File: src/pkg/rxc_pkg.sv
// Constants and carrier types for the regulator extra control block
// Assumes an upstream I2C target that presents decoded register accesses
package rxc_pkg;

  // ****************************************************************
  // Register map
  // ****************************************************************
  localparam logic [7:0] ADDR_REGULATOR_EXTRA_CONTROL = 8'h1c;
  localparam logic [7:0] ADDR_POWER_CONFIGURATION     = 8'h1d;

  // ****************************************************************
  // Field positions
  // ****************************************************************
  localparam int BIT_REG1_FORCE_SCALING  = 0;
  localparam int BIT_REG1_DISCHARGE_SEL  = 1;
  localparam int BIT_REG2_FORCE_SCALING  = 4;
  localparam int BIT_REG2_DISCHARGE_SEL  = 5;
  localparam int BIT_BOOT_CONFIRM        = 0;
  localparam int BIT_PIN_AUTO_PULL       = 7;

  // Writable bit masks; all other bits read zero
  localparam logic [7:0] MASK_REGULATOR_EXTRA_CONTROL = 8'h33;
  localparam logic [7:0] MASK_POWER_CONFIGURATION     = 8'h81;

  // ****************************************************************
  // Reset values
  // ****************************************************************
  localparam logic [7:0] RST_REGULATOR_EXTRA_CONTROL = 8'h00;
  localparam logic [7:0] RST_POWER_CONFIGURATION     = 8'h00;

  // ****************************************************************
  // Timing
  // ****************************************************************
  localparam longint CLK_HZ          = 25000000;
  localparam longint BOOT_TIMEOUT_S  = 5;
  localparam longint BOOT_TIMEOUT_CY = BOOT_TIMEOUT_S * CLK_HZ;
  localparam int     TIMER_W         = 28;

  // ****************************************************************
  // Carriers
  // ****************************************************************
  typedef struct packed {
    logic       wr;
    logic       rd;
    logic [7:0] addr;
    logic [7:0] wdata;
  } rxc_req_t;

  typedef struct packed {
    logic en;
    logic turn_on;
    logic steady_on;
  } rxc_reg_stat_t;

  typedef struct packed {
    logic discharge;
    logic force_scaling;
  } rxc_reg_ctrl_t;

endpackage
File: src/logic/rxc_regulator_ctrl.sv
// One step-down regulator's discharge and transistor scaling control
// Assumes enable and phase flags synchronous to sys_clk
`timescale 1ns/1ps
module rxc_regulator_ctrl (
  // Clock and reset
  input  wire logic                   sys_clk,
  input  wire logic                   nrst,
  // Settings
  input  wire logic                   discharge_select,
  input  wire logic                   force_scaling,
  input  wire logic                   full_shutdown_state,
  // Regulator state
  input  wire rxc_pkg::rxc_reg_stat_t stat,
  // Controls
  output logic                        ctrl_discharge,
  output logic                        ctrl_scaling
);

  typedef struct packed {
    logic                   en_d;
    rxc_pkg::rxc_reg_ctrl_t ctrl;
  } rxc_rc_state_t;

  rxc_rc_state_t state;
  rxc_rc_state_t next_state;

  always_comb begin
    next_state                    = state;
    next_state.en_d               = stat.en;
    // Discharge held while disabled once enable has fallen
    next_state.ctrl.discharge     = full_shutdown_state ||
                                    (discharge_select && !stat.en &&
                                     (state.ctrl.discharge || state.en_d));
    next_state.ctrl.force_scaling = stat.turn_on || (force_scaling && stat.steady_on);
  end

  always_ff @(posedge sys_clk or negedge nrst) begin
    if (!nrst) begin
      state <= '0;
    end else begin
      state <= next_state;
    end
  end

  assign ctrl_discharge = state.ctrl.discharge;
  assign ctrl_scaling   = state.ctrl.force_scaling;

endmodule

File: src/logic/rxc_top.sv
// Regulator extra control and power configuration registers
// Assumes an I2C target delivers one-cycle decoded accesses on sys_clk
//
// Summary of operation
// - Regulator 2 discharge on shutdown, optionally disable
// - Regulator 1 discharge on shutdown, optionally disable
// - Regulator 2 scaling at turn-on, optionally steady
// - Pin-pull enable gates automatic pin pulls
// - Unconfirmed after five seconds forces shutdown
// - Boot confirm sticky; timeout stays cancelled
`timescale 1ns/1ps
module rxc_top #(
  parameter logic [27:0] BOOT_TIMEOUT_CYCLES = rxc_pkg::BOOT_TIMEOUT_CY[27:0]
) (
  // Clock and reset
  input  wire logic                   sys_clk,
  input  wire logic                   nrst,
  // Register access
  input  wire rxc_pkg::rxc_req_t      req,
  output logic [7:0]                  rdata,
  // Device state
  input  wire logic                   full_shutdown_state,
  input  wire rxc_pkg::rxc_reg_stat_t reg1_stat,
  input  wire rxc_pkg::rxc_reg_stat_t reg2_stat,
  input  wire logic                   pull_up_wanted,
  // Controls
  output logic                        reg1_discharge,
  output logic                        reg1_scaling,
  output logic                        reg2_discharge,
  output logic                        reg2_scaling,
  output logic                        pin_pull_up,
  output logic                        pin_pull_down,
  output logic                        boot_shutdown
);

  // ****************************************************************
  // State
  // ****************************************************************
  typedef struct packed {
    logic [7:0]  extra_ctrl;
    logic [7:0]  pwr_cfg;
    logic [27:0] timer;
    logic [7:0]  rdata;
    logic        pull_up;
    logic        pull_down;
    logic        shutdown;
  } rxc_state_t;

  rxc_state_t state;
  rxc_state_t next_state;

  // Values taken on reset
  localparam rxc_state_t RESET_STATE = '{
    extra_ctrl: rxc_pkg::RST_REGULATOR_EXTRA_CONTROL,
    pwr_cfg:    rxc_pkg::RST_POWER_CONFIGURATION,
    timer:      '0,
    rdata:      '0,
    pull_up:    1'b0,
    pull_down:  1'b0,
    shutdown:   1'b0
  };

  // ****************************************************************
  // Decoding
  // ****************************************************************
  // Write strobe aimed at one register address
  function automatic logic write_hit(
    input rxc_pkg::rxc_req_t r,
    input logic [7:0]        a
  );
    write_hit = r.wr && (r.addr == a);
  endfunction

  // Read value of one address; unmapped addresses read zero
  function automatic logic [7:0] read_reg(
    input logic [7:0] a,
    input rxc_state_t s
  );
    unique case (a)
      rxc_pkg::ADDR_REGULATOR_EXTRA_CONTROL: read_reg = s.extra_ctrl;
      rxc_pkg::ADDR_POWER_CONFIGURATION:     read_reg = s.pwr_cfg;
      default:                               read_reg = 8'h00;
    endcase
  endfunction

  // New power configuration image; the confirm bit only ever sets
  function automatic logic [7:0] pwr_cfg_write(
    input logic [7:0] wdata,
    input logic       confirmed
  );
    pwr_cfg_write = wdata & rxc_pkg::MASK_POWER_CONFIGURATION;
    pwr_cfg_write[rxc_pkg::BIT_BOOT_CONFIRM] =
      confirmed || wdata[rxc_pkg::BIT_BOOT_CONFIRM];
  endfunction

  // ****************************************************************
  // Strobes and flags
  // ****************************************************************
  logic wr_extra;
  logic wr_pwr;
  logic boot_ok;
  logic timeout_hit;
  logic pull_enable;

  assign wr_extra    = write_hit(req, rxc_pkg::ADDR_REGULATOR_EXTRA_CONTROL);
  assign wr_pwr      = write_hit(req, rxc_pkg::ADDR_POWER_CONFIGURATION);
  assign boot_ok     = state.pwr_cfg[rxc_pkg::BIT_BOOT_CONFIRM];
  // Last count before the timeout expires
  assign timeout_hit = (state.timer >= (BOOT_TIMEOUT_CYCLES - 28'h0000001));
  assign pull_enable = state.pwr_cfg[rxc_pkg::BIT_PIN_AUTO_PULL];

  // ****************************************************************
  // Next state
  // ****************************************************************
  always_comb begin
    next_state = state;

    // Register writes; reserved bits are dropped
    if (wr_extra) begin
      next_state.extra_ctrl = req.wdata & rxc_pkg::MASK_REGULATOR_EXTRA_CONTROL;
    end
    if (wr_pwr) begin
      next_state.pwr_cfg = pwr_cfg_write(req.wdata, boot_ok);
    end

    // Read data stands until the next read
    if (req.rd) begin
      next_state.rdata = read_reg(req.addr, state);
    end

    // Boot watchdog counts from power-on until confirmed or until the timeout sets shutdown
    if (!boot_ok && !state.shutdown) begin
      if (timeout_hit) begin
        next_state.shutdown = 1'b1;
      end else begin
        next_state.timer = state.timer + 28'h0000001;
      end
    end
    // Confirmed: the timeout stays cancelled
    if (boot_ok) begin
      next_state.timer = '0;
    end

    // Pulls only while automatic pulls are enabled
    next_state.pull_up   = pull_enable && pull_up_wanted;
    next_state.pull_down = pull_enable && !pull_up_wanted;
  end

  // ****************************************************************
  // State register
  // ****************************************************************
  // Shutdown stays set until the next reset
  always_ff @(posedge sys_clk or negedge nrst) begin
    if (!nrst) begin
      state <= RESET_STATE;
    end else begin
      state <= next_state;
    end
  end

  // ****************************************************************
  // Outputs
  // ****************************************************************
  assign rdata         = state.rdata;
  assign pin_pull_up   = state.pull_up;
  assign pin_pull_down = state.pull_down;
  assign boot_shutdown = state.shutdown;

  // ****************************************************************
  // Regulators
  // ****************************************************************
  // Each regulator gets its own instance of one control module
  localparam int NUM_REGS = 2;

  // Discharge select field of one regulator
  function automatic int discharge_bit(input int idx);
    if (idx == 0) begin
      discharge_bit = rxc_pkg::BIT_REG1_DISCHARGE_SEL;
    end else begin
      discharge_bit = rxc_pkg::BIT_REG2_DISCHARGE_SEL;
    end
  endfunction

  // Forced scaling field of one regulator
  function automatic int scaling_bit(input int idx);
    if (idx == 0) begin
      scaling_bit = rxc_pkg::BIT_REG1_FORCE_SCALING;
    end else begin
      scaling_bit = rxc_pkg::BIT_REG2_FORCE_SCALING;
    end
  endfunction

  rxc_pkg::rxc_reg_stat_t reg_stat      [NUM_REGS];
  logic [NUM_REGS-1:0]    reg_discharge;
  logic [NUM_REGS-1:0]    reg_scaling;

  assign reg_stat[0] = reg1_stat;
  assign reg_stat[1] = reg2_stat;

  for (genvar i = 0; i < NUM_REGS; i++) begin : g_reg
    rxc_regulator_ctrl u_ctrl (
      .sys_clk             (sys_clk),
      .nrst                (nrst),
      .discharge_select    (state.extra_ctrl[discharge_bit(i)]),
      .force_scaling       (state.extra_ctrl[scaling_bit(i)]),
      .full_shutdown_state (full_shutdown_state),
      .stat                (reg_stat[i]),
      .ctrl_discharge      (reg_discharge[i]),
      .ctrl_scaling        (reg_scaling[i])
    );
  end

  // Index 0 is the first regulator, index 1 the second
  assign reg1_discharge = reg_discharge[0];
  assign reg1_scaling   = reg_scaling[0];
  assign reg2_discharge = reg_discharge[1];
  assign reg2_scaling   = reg_scaling[1];

endmodule

File: config.mk
export PLATFORM = sky130hd
export DESIGN_NAME = rxc_top
export DESIGN_NICKNAME = d
export VERILOG_FILES = /design/src/pkg/rxc_pkg.sv /design/src/logic/rxc_regulator_ctrl.sv /design/src/logic/rxc_top.sv
export SDC_FILE = /design/constraint.sdc
export NUM_CORES = 1
export LEC_CHECK = 0
export BUFFER_PORTS_ARGS = -buffer_cell sky130_fd_sc_hd__clkbuf_2
export CAP_MARGIN = 20
export CORE_MARGIN = 2
export CORE_UTILIZATION = 29
export CTS_CLUSTER_DIAMETER = 100
export CTS_CLUSTER_SIZE = 20
export DETAILED_ROUTE_END_ITERATION = 10
export PLACE_DENSITY = 0.47
export SLEW_MARGIN = 5
export SYNTH_ARGS = -nofsm -noshare
export SYNTH_HDL_FRONTEND = slang
export SYNTH_HIERARCHICAL = 1
export SYNTH_SLANG_ARGS = --single-unit
export TNS_END_PERCENT = 100
File: constraint.sdc
create_clock -name sys_clk -period 2.1 [get_ports sys_clk]
set_clock_uncertainty 0.15 [all_clocks]
set_input_delay 0.42 -clock sys_clk [delete_from_list [all_inputs] [get_ports sys_clk]]
set_output_delay 0.42 -clock sys_clk [all_outputs]
set_load 0.01 [all_outputs]
---- After elaboration in Yosys (flattened, before gate mapping) ----
Index checks and enable logic that the tools add are counted.
operators by class
  add/sub/neg operators ................... 1
  $lt $le $gt $ge ......................... 1
  equal/unequal tests ..................... 3
  multiplexer cells ....................... 4
  reduce and logical (&&, ||, !) cells .... 26
operators with widths
  kind                     count
  $mux W28                 3
  $add A28 B1 Y28 const B  1
  $ge A28 B27 Y1 const B   1
  $eq A8 B5 Y1 const B     2
  $pmux W8 S2              1
  $logic_and A1 B1 Y1      11
  $logic_or A1 B1 Y1       7
  $logic_not A1 Y1         5
  $reduce_and A2 Y1        2
  $ne A2 B2 Y1 const B     1
  $reduce_bool A2 Y1       1
storage, ports and cells
  register bits after elaboration ......... 51
  output and inout port bits .............. 15

---- Logic depth before layout (Yosys ltp) ----
  depth in word-level cells ............... 4
  gate-level depth with buffers ........... 7

---- By module ----
Netlist, hierarchy kept.
by module, submodules not included
  module              times used  cells each  area each (um^2)
  rxc_top             1           232         2273.4
  rxc_regulator_ctrl  2           7           100.1

---- Worst setup path before layout ----
No wires, ideal clock.
  path kind ............................... register -> register
  start point ............................. reg state[21] (netlist name)
  end point ............................... reg state[16] (netlist name)
  library setup time ...................... 0.125 ns
  arrival time ............................ 1.896 ns
  data required time ...................... 1.825 ns
  slack ................................... -0.071 ns
  stages on the path, launching flop included .. 7
  path buffers ............................ 1
  clock period less this slack ............ 2.171 ns
  cells stage by stage .................... dfrtp_1 > or4_1 > a21oi_2 > nor4_2 > buf_4 > nor4_1 > mux2_2
on the way
  longest elaborated chain between the ends .. 3
RTL lines
  item                                line            RTL
  start: declaration                  rxc_top.sv:49   rxc_state_t state;
  start signal: assignment            rxc_top.sv:157  state <= next_state;
  $ge A28 B27 Y1                      rxc_top.sv:109  assign timeout_hit = (state.timer >= (BOOT_TIMEOUT_CYCLES - 28'h0000001));
  $ne A2 B2 Y1 (no source line)       --
  $reduce_and A2 Y1 (no source line)  --
No other way between the ends.
A chain may end at the register's enable or synchronous reset.

---- Worst setup path after layout ----
  start point ............................. reg state[37] (netlist name)
  end point ............................... reg state[28] (netlist name)
The elaborated chain is that of the path after synthesis.

==> flow_summary_export.csv <==
group,metric,value,unit
run_status,status,"complete, but fails checks",
run_status,violations,"negative setup slack",
setup_path,r2r-start,"state[37]$_DFFE_PN0P_",
timing,fmax,436,MHz
cells_and_area,diodes,0,
routing,routed_wl,6880,um
routing,antenna_left,0,
grt,overflow,0,
setup_path,critPathSlowestCell,"dfrtp_1",
floorplanning,core,8260,sq um
floorplanning,num_rows,33,
setup_path,r2r_cells,7,
logic_synthesis,syn_inst,246,
logic_synthesis,avgSynthCellArea,10.1,sq um
cells_and_area,nNetsFinal,375,
cells_and_area,fin_area,3780,sq um
logic_synthesis,yosysUniqueCellTypes,43,
cells_and_area,syn_to_final_growth,53.0,%
power_and_ir_drop,max-vdd-ir-drop,0.377,mV
timing,fin_ws,-0.193,ns
timing,post-route-period-util,1.09,
logic_synthesis,ys.flop_type,"dfrtp_1",
power_and_ir_drop,p_leak,1.71,nW
floorplanning,die_x,96.4,um
cells_and_area,layout-drive-gt1-share,0.524,
clock_tree,path_clk_slew,0.10,ns
logic_synthesis,netlist_area,2470,sq um
timing,period_needed,2.29,ns
setup_path,crit_chain,"and3_4 > buf_6 > a211oi_4 > o211ai_1 > clkbuf_16 > nor4_2 > mux2_4",
logic_synthesis,yosys_register_bits,48,
power_and_ir_drop,power.density,621,nW/um^2
routing,dr.first_iter.drc_count,116,
routing,wire_per_inst,15.2,um
routing,dr_total_vias,2317,
logic_synthesis,ys_async_sr_fraction,1.00,
grt,grt_pass1_vias,2265,
setup_path,reg2reg_to,"state[28]$_DFFE_PN0P_",
clock_tree,ctsHtreeMaxLevel,2,
job,drv_cap,0,
timing,finalSetupViolCount,27,
routing,first_pass_iters,4,
floorplanning,io_pins,43,
grt,antenna_found_initial,0,
logic_synthesis,ys_seq_area_frac,0.486,
grt,grt_usage,0.147,
min_path,min_to,"g_reg[1].u_ctrl/state[2]$_DFF_PN0_",
grt,grt_pass1_wl,10600,um
floorplanning,dieArea,9280,sq um
setup_path,cp_max_fo,7,
clock_tree,cts_sinks,48,
clock_tree,ctsRootBufferMaster,"clkbuf_8",
placed_design,dpl_cell_area,3120,sq um
timing,maxSlewViolCount,0,
min_path,whs_path_depth,1,
setup_path,r2r_slack,-0.19,ns
placed_design,port_buffers,36,
timing,rsz0062_at_grt,"yes",
placed_design,pre_cts_ws,-0.330,ns
logic_synthesis,synth_edf_count,0,
clock_tree,clk_path_buf_depth,2,
setup_path,cp-end-kind,"flop",
setup_path,arrival,2.35,ns
clock_tree,clock_latency,0.31,ns
grt,grt_max_degree,33,
setup_path,critPathKind,"reg -> reg",
min_path,holdCritPathClass,"in -> reg",
logic_synthesis,yosysWarningCount,6,
routing,drt_drc_violations_left,0,
logic_synthesis,yosysTopAreaCell,"dfrtp_1",
clock_tree,cts_buffers,5,
setup_path,required,2.16,ns
logic_synthesis,synth.area.top_cells,"dfrtp_1 (49%), or4_1 (5.5%), o31ai_1 (4.9%)",
routing,viasPerCell,5.13,
clock_tree,cts_tree,"yes",
min_path,hp-start,"reg2_stat[2]",
setup_path,startpoint_type,"flop",
placed_design,hpwlAfterDp,4250,um
logic_synthesis,netlist.area_leader.share,0.486,
placed_design,gp_congestion,0.763,
setup_path,critPathMaxStageDelay,0.39,ns
timing,hold_violations,0,
floorplanning,initial_utilization,0.300,
floorplanning,fp.dieH,96.4,um
-- cell type report --
class                           instances  area, sq um
Inverter                                6         22.5
Multi-Input combinational cell        174         1460
Tap cell                              105          131
Fill cell                             793         4470
Sequential cell                        48         1200
Clock buffer                            5         68.8
Clock inverter                          3         68.8
Timing Repair Buffer                  111          835
-- synth_stat cells (3+ instances only) --
master and count:
nor3_1 5, clkbuf_1 5, o31ai_1 16, buf_4 11, inv_1 6, nor2b_1 8
and3_1 6, o21ai_0 5, mux2_2 8, nor2_1 14, nand4_1 5, or3_1 3
buf_2 4, a21oi_1 23, a22o_1 3, dfrtp_1 48, nor4_1 3, nand3_1 8
nand2_1 17, or4_1 18
-- state kept, by name, indices dropped and copies added, names as in the netlist --
register / cells
state: 32
g.u_ctrl/ctrl_discharge: 2
pull_enable: 1
boot_shutdown: 1
pin_pull_up: 1
rdata: 5
g.u_ctrl/ctrl_scaling: 2
g.u_ctrl/state: 2
boot_ok: 1
pin_pull_down: 1
-- per-stage QoR --
stage               power [mW]  hold WS, ns   util  TNS [ns]  cells
floorplan                 1.24      -0.0256      -   -0.0955    248
global placement          1.44        0.260  0.377     -8.28    422
detailed placement        1.45        0.251  0.378     -4.67    423
CTS                       2.32       0.0603  0.414     -2.66    439
global route              2.47       0.0573  0.458     -5.61    452
finish                    2.35       0.0726  0.458     -3.18    452
-- how the worst max path moves through the flow --
| stage | start | end | slack [ns] | cells after the start |
|---|---|---|---|---|
| floorplan | state[21]$_DFFE_PN0P_ | state[16]$_DFFE_PN0P_ | -0.04 | 6 |
| global placement | state[28]$_DFFE_PN0P_ | state[20]$_DFFE_PN0P_ | -0.58 | 5 |
| detailed placement | state[29]$_DFFE_PN0P_ | state[16]$_DFFE_PN0P_ | -0.33 | 5 |
| CTS | state[21]$_DFFE_PN0P_ | state[26]$_DFFE_PN0P_ | -0.20 | 7 |
| global route | state[35]$_DFFE_PN0P_ | state[28]$_DFFE_PN0P_ | -0.31 | 7 |
| finish | state[37]$_DFFE_PN0P_ | state[28]$_DFFE_PN0P_ | -0.19 | 7 |
-- metal layers --
layer / vias up / routed length, um / GRT usage
met1: 1142 / 3210 / 0.196
li1: 1108 / - / -
met3: 8 / 295 / 0.0282
met4: 0 / 92 / 0.0399
met5: - / 0 / 0
met2: 59 / 3280 / 0.244
-- placed cells by master, fill, tap and decap left out, types with 5 or more instances in the layout --
master,count
a21oi_1,11
a21oi_2,12
buf_4,53
buf_6,17
clkbuf_2,36
clkbuf_8,5
dfrtp_1,48
inv_1,6
mux2_2,5
mux2_4,6
nand2_1,17
nand3_1,6
nand4_1,5
nor2_1,13
nor2b_1,8
o31ai_1,11
or4_1,5
or4_4,14
-- cell families (layout without fill, tap and decap cells) --
logic type                 count (synthesis)  in the layout  share of synthesized area
and+or+nand+nor                           97             97                      0.227
DFF                                       48             48                      0.486
muxes                                     12             12                     0.0556
adders and majority gates                  1              1                    0.00506
AOI/OAI and AO/OA                         61             61                      0.167
other                                      1              3                    0.00152
buffers and inverters                     26            125                     0.0582
-- worst max-delay path, delay by kind of cell (launching register included) --
kind	cells	cell delay, ns
AO/OA/AOI/OAI	2	0.46
buffers and inverters	2	0.35
flip-flops	1	0.39
multiplexers	1	0.33
AND/OR/NAND/NOR	2	0.51
-- power by group --
part	internal, mW	total, mW	switching (mW)	leakage [nW]
clock	0.480	0.828	0.348	0.0687
combinational	0.261	0.488	0.226	0.992
sequential	0.993	1.03	0.0392	0.646
total	1.73	2.35	0.614	1.71
-- repair_timing --
action                                  in CTS  in global routing
cloned                                       3                  3
endpoints found under the setup margin      27                 27
buffers inserted                             4                 11
hold buffers                                 1                  0
resized for setup                           22                 57
pin swaps                                   13                 29
hold endpoints to repair                    16                  0
Power figures use the tool's default switching activity.
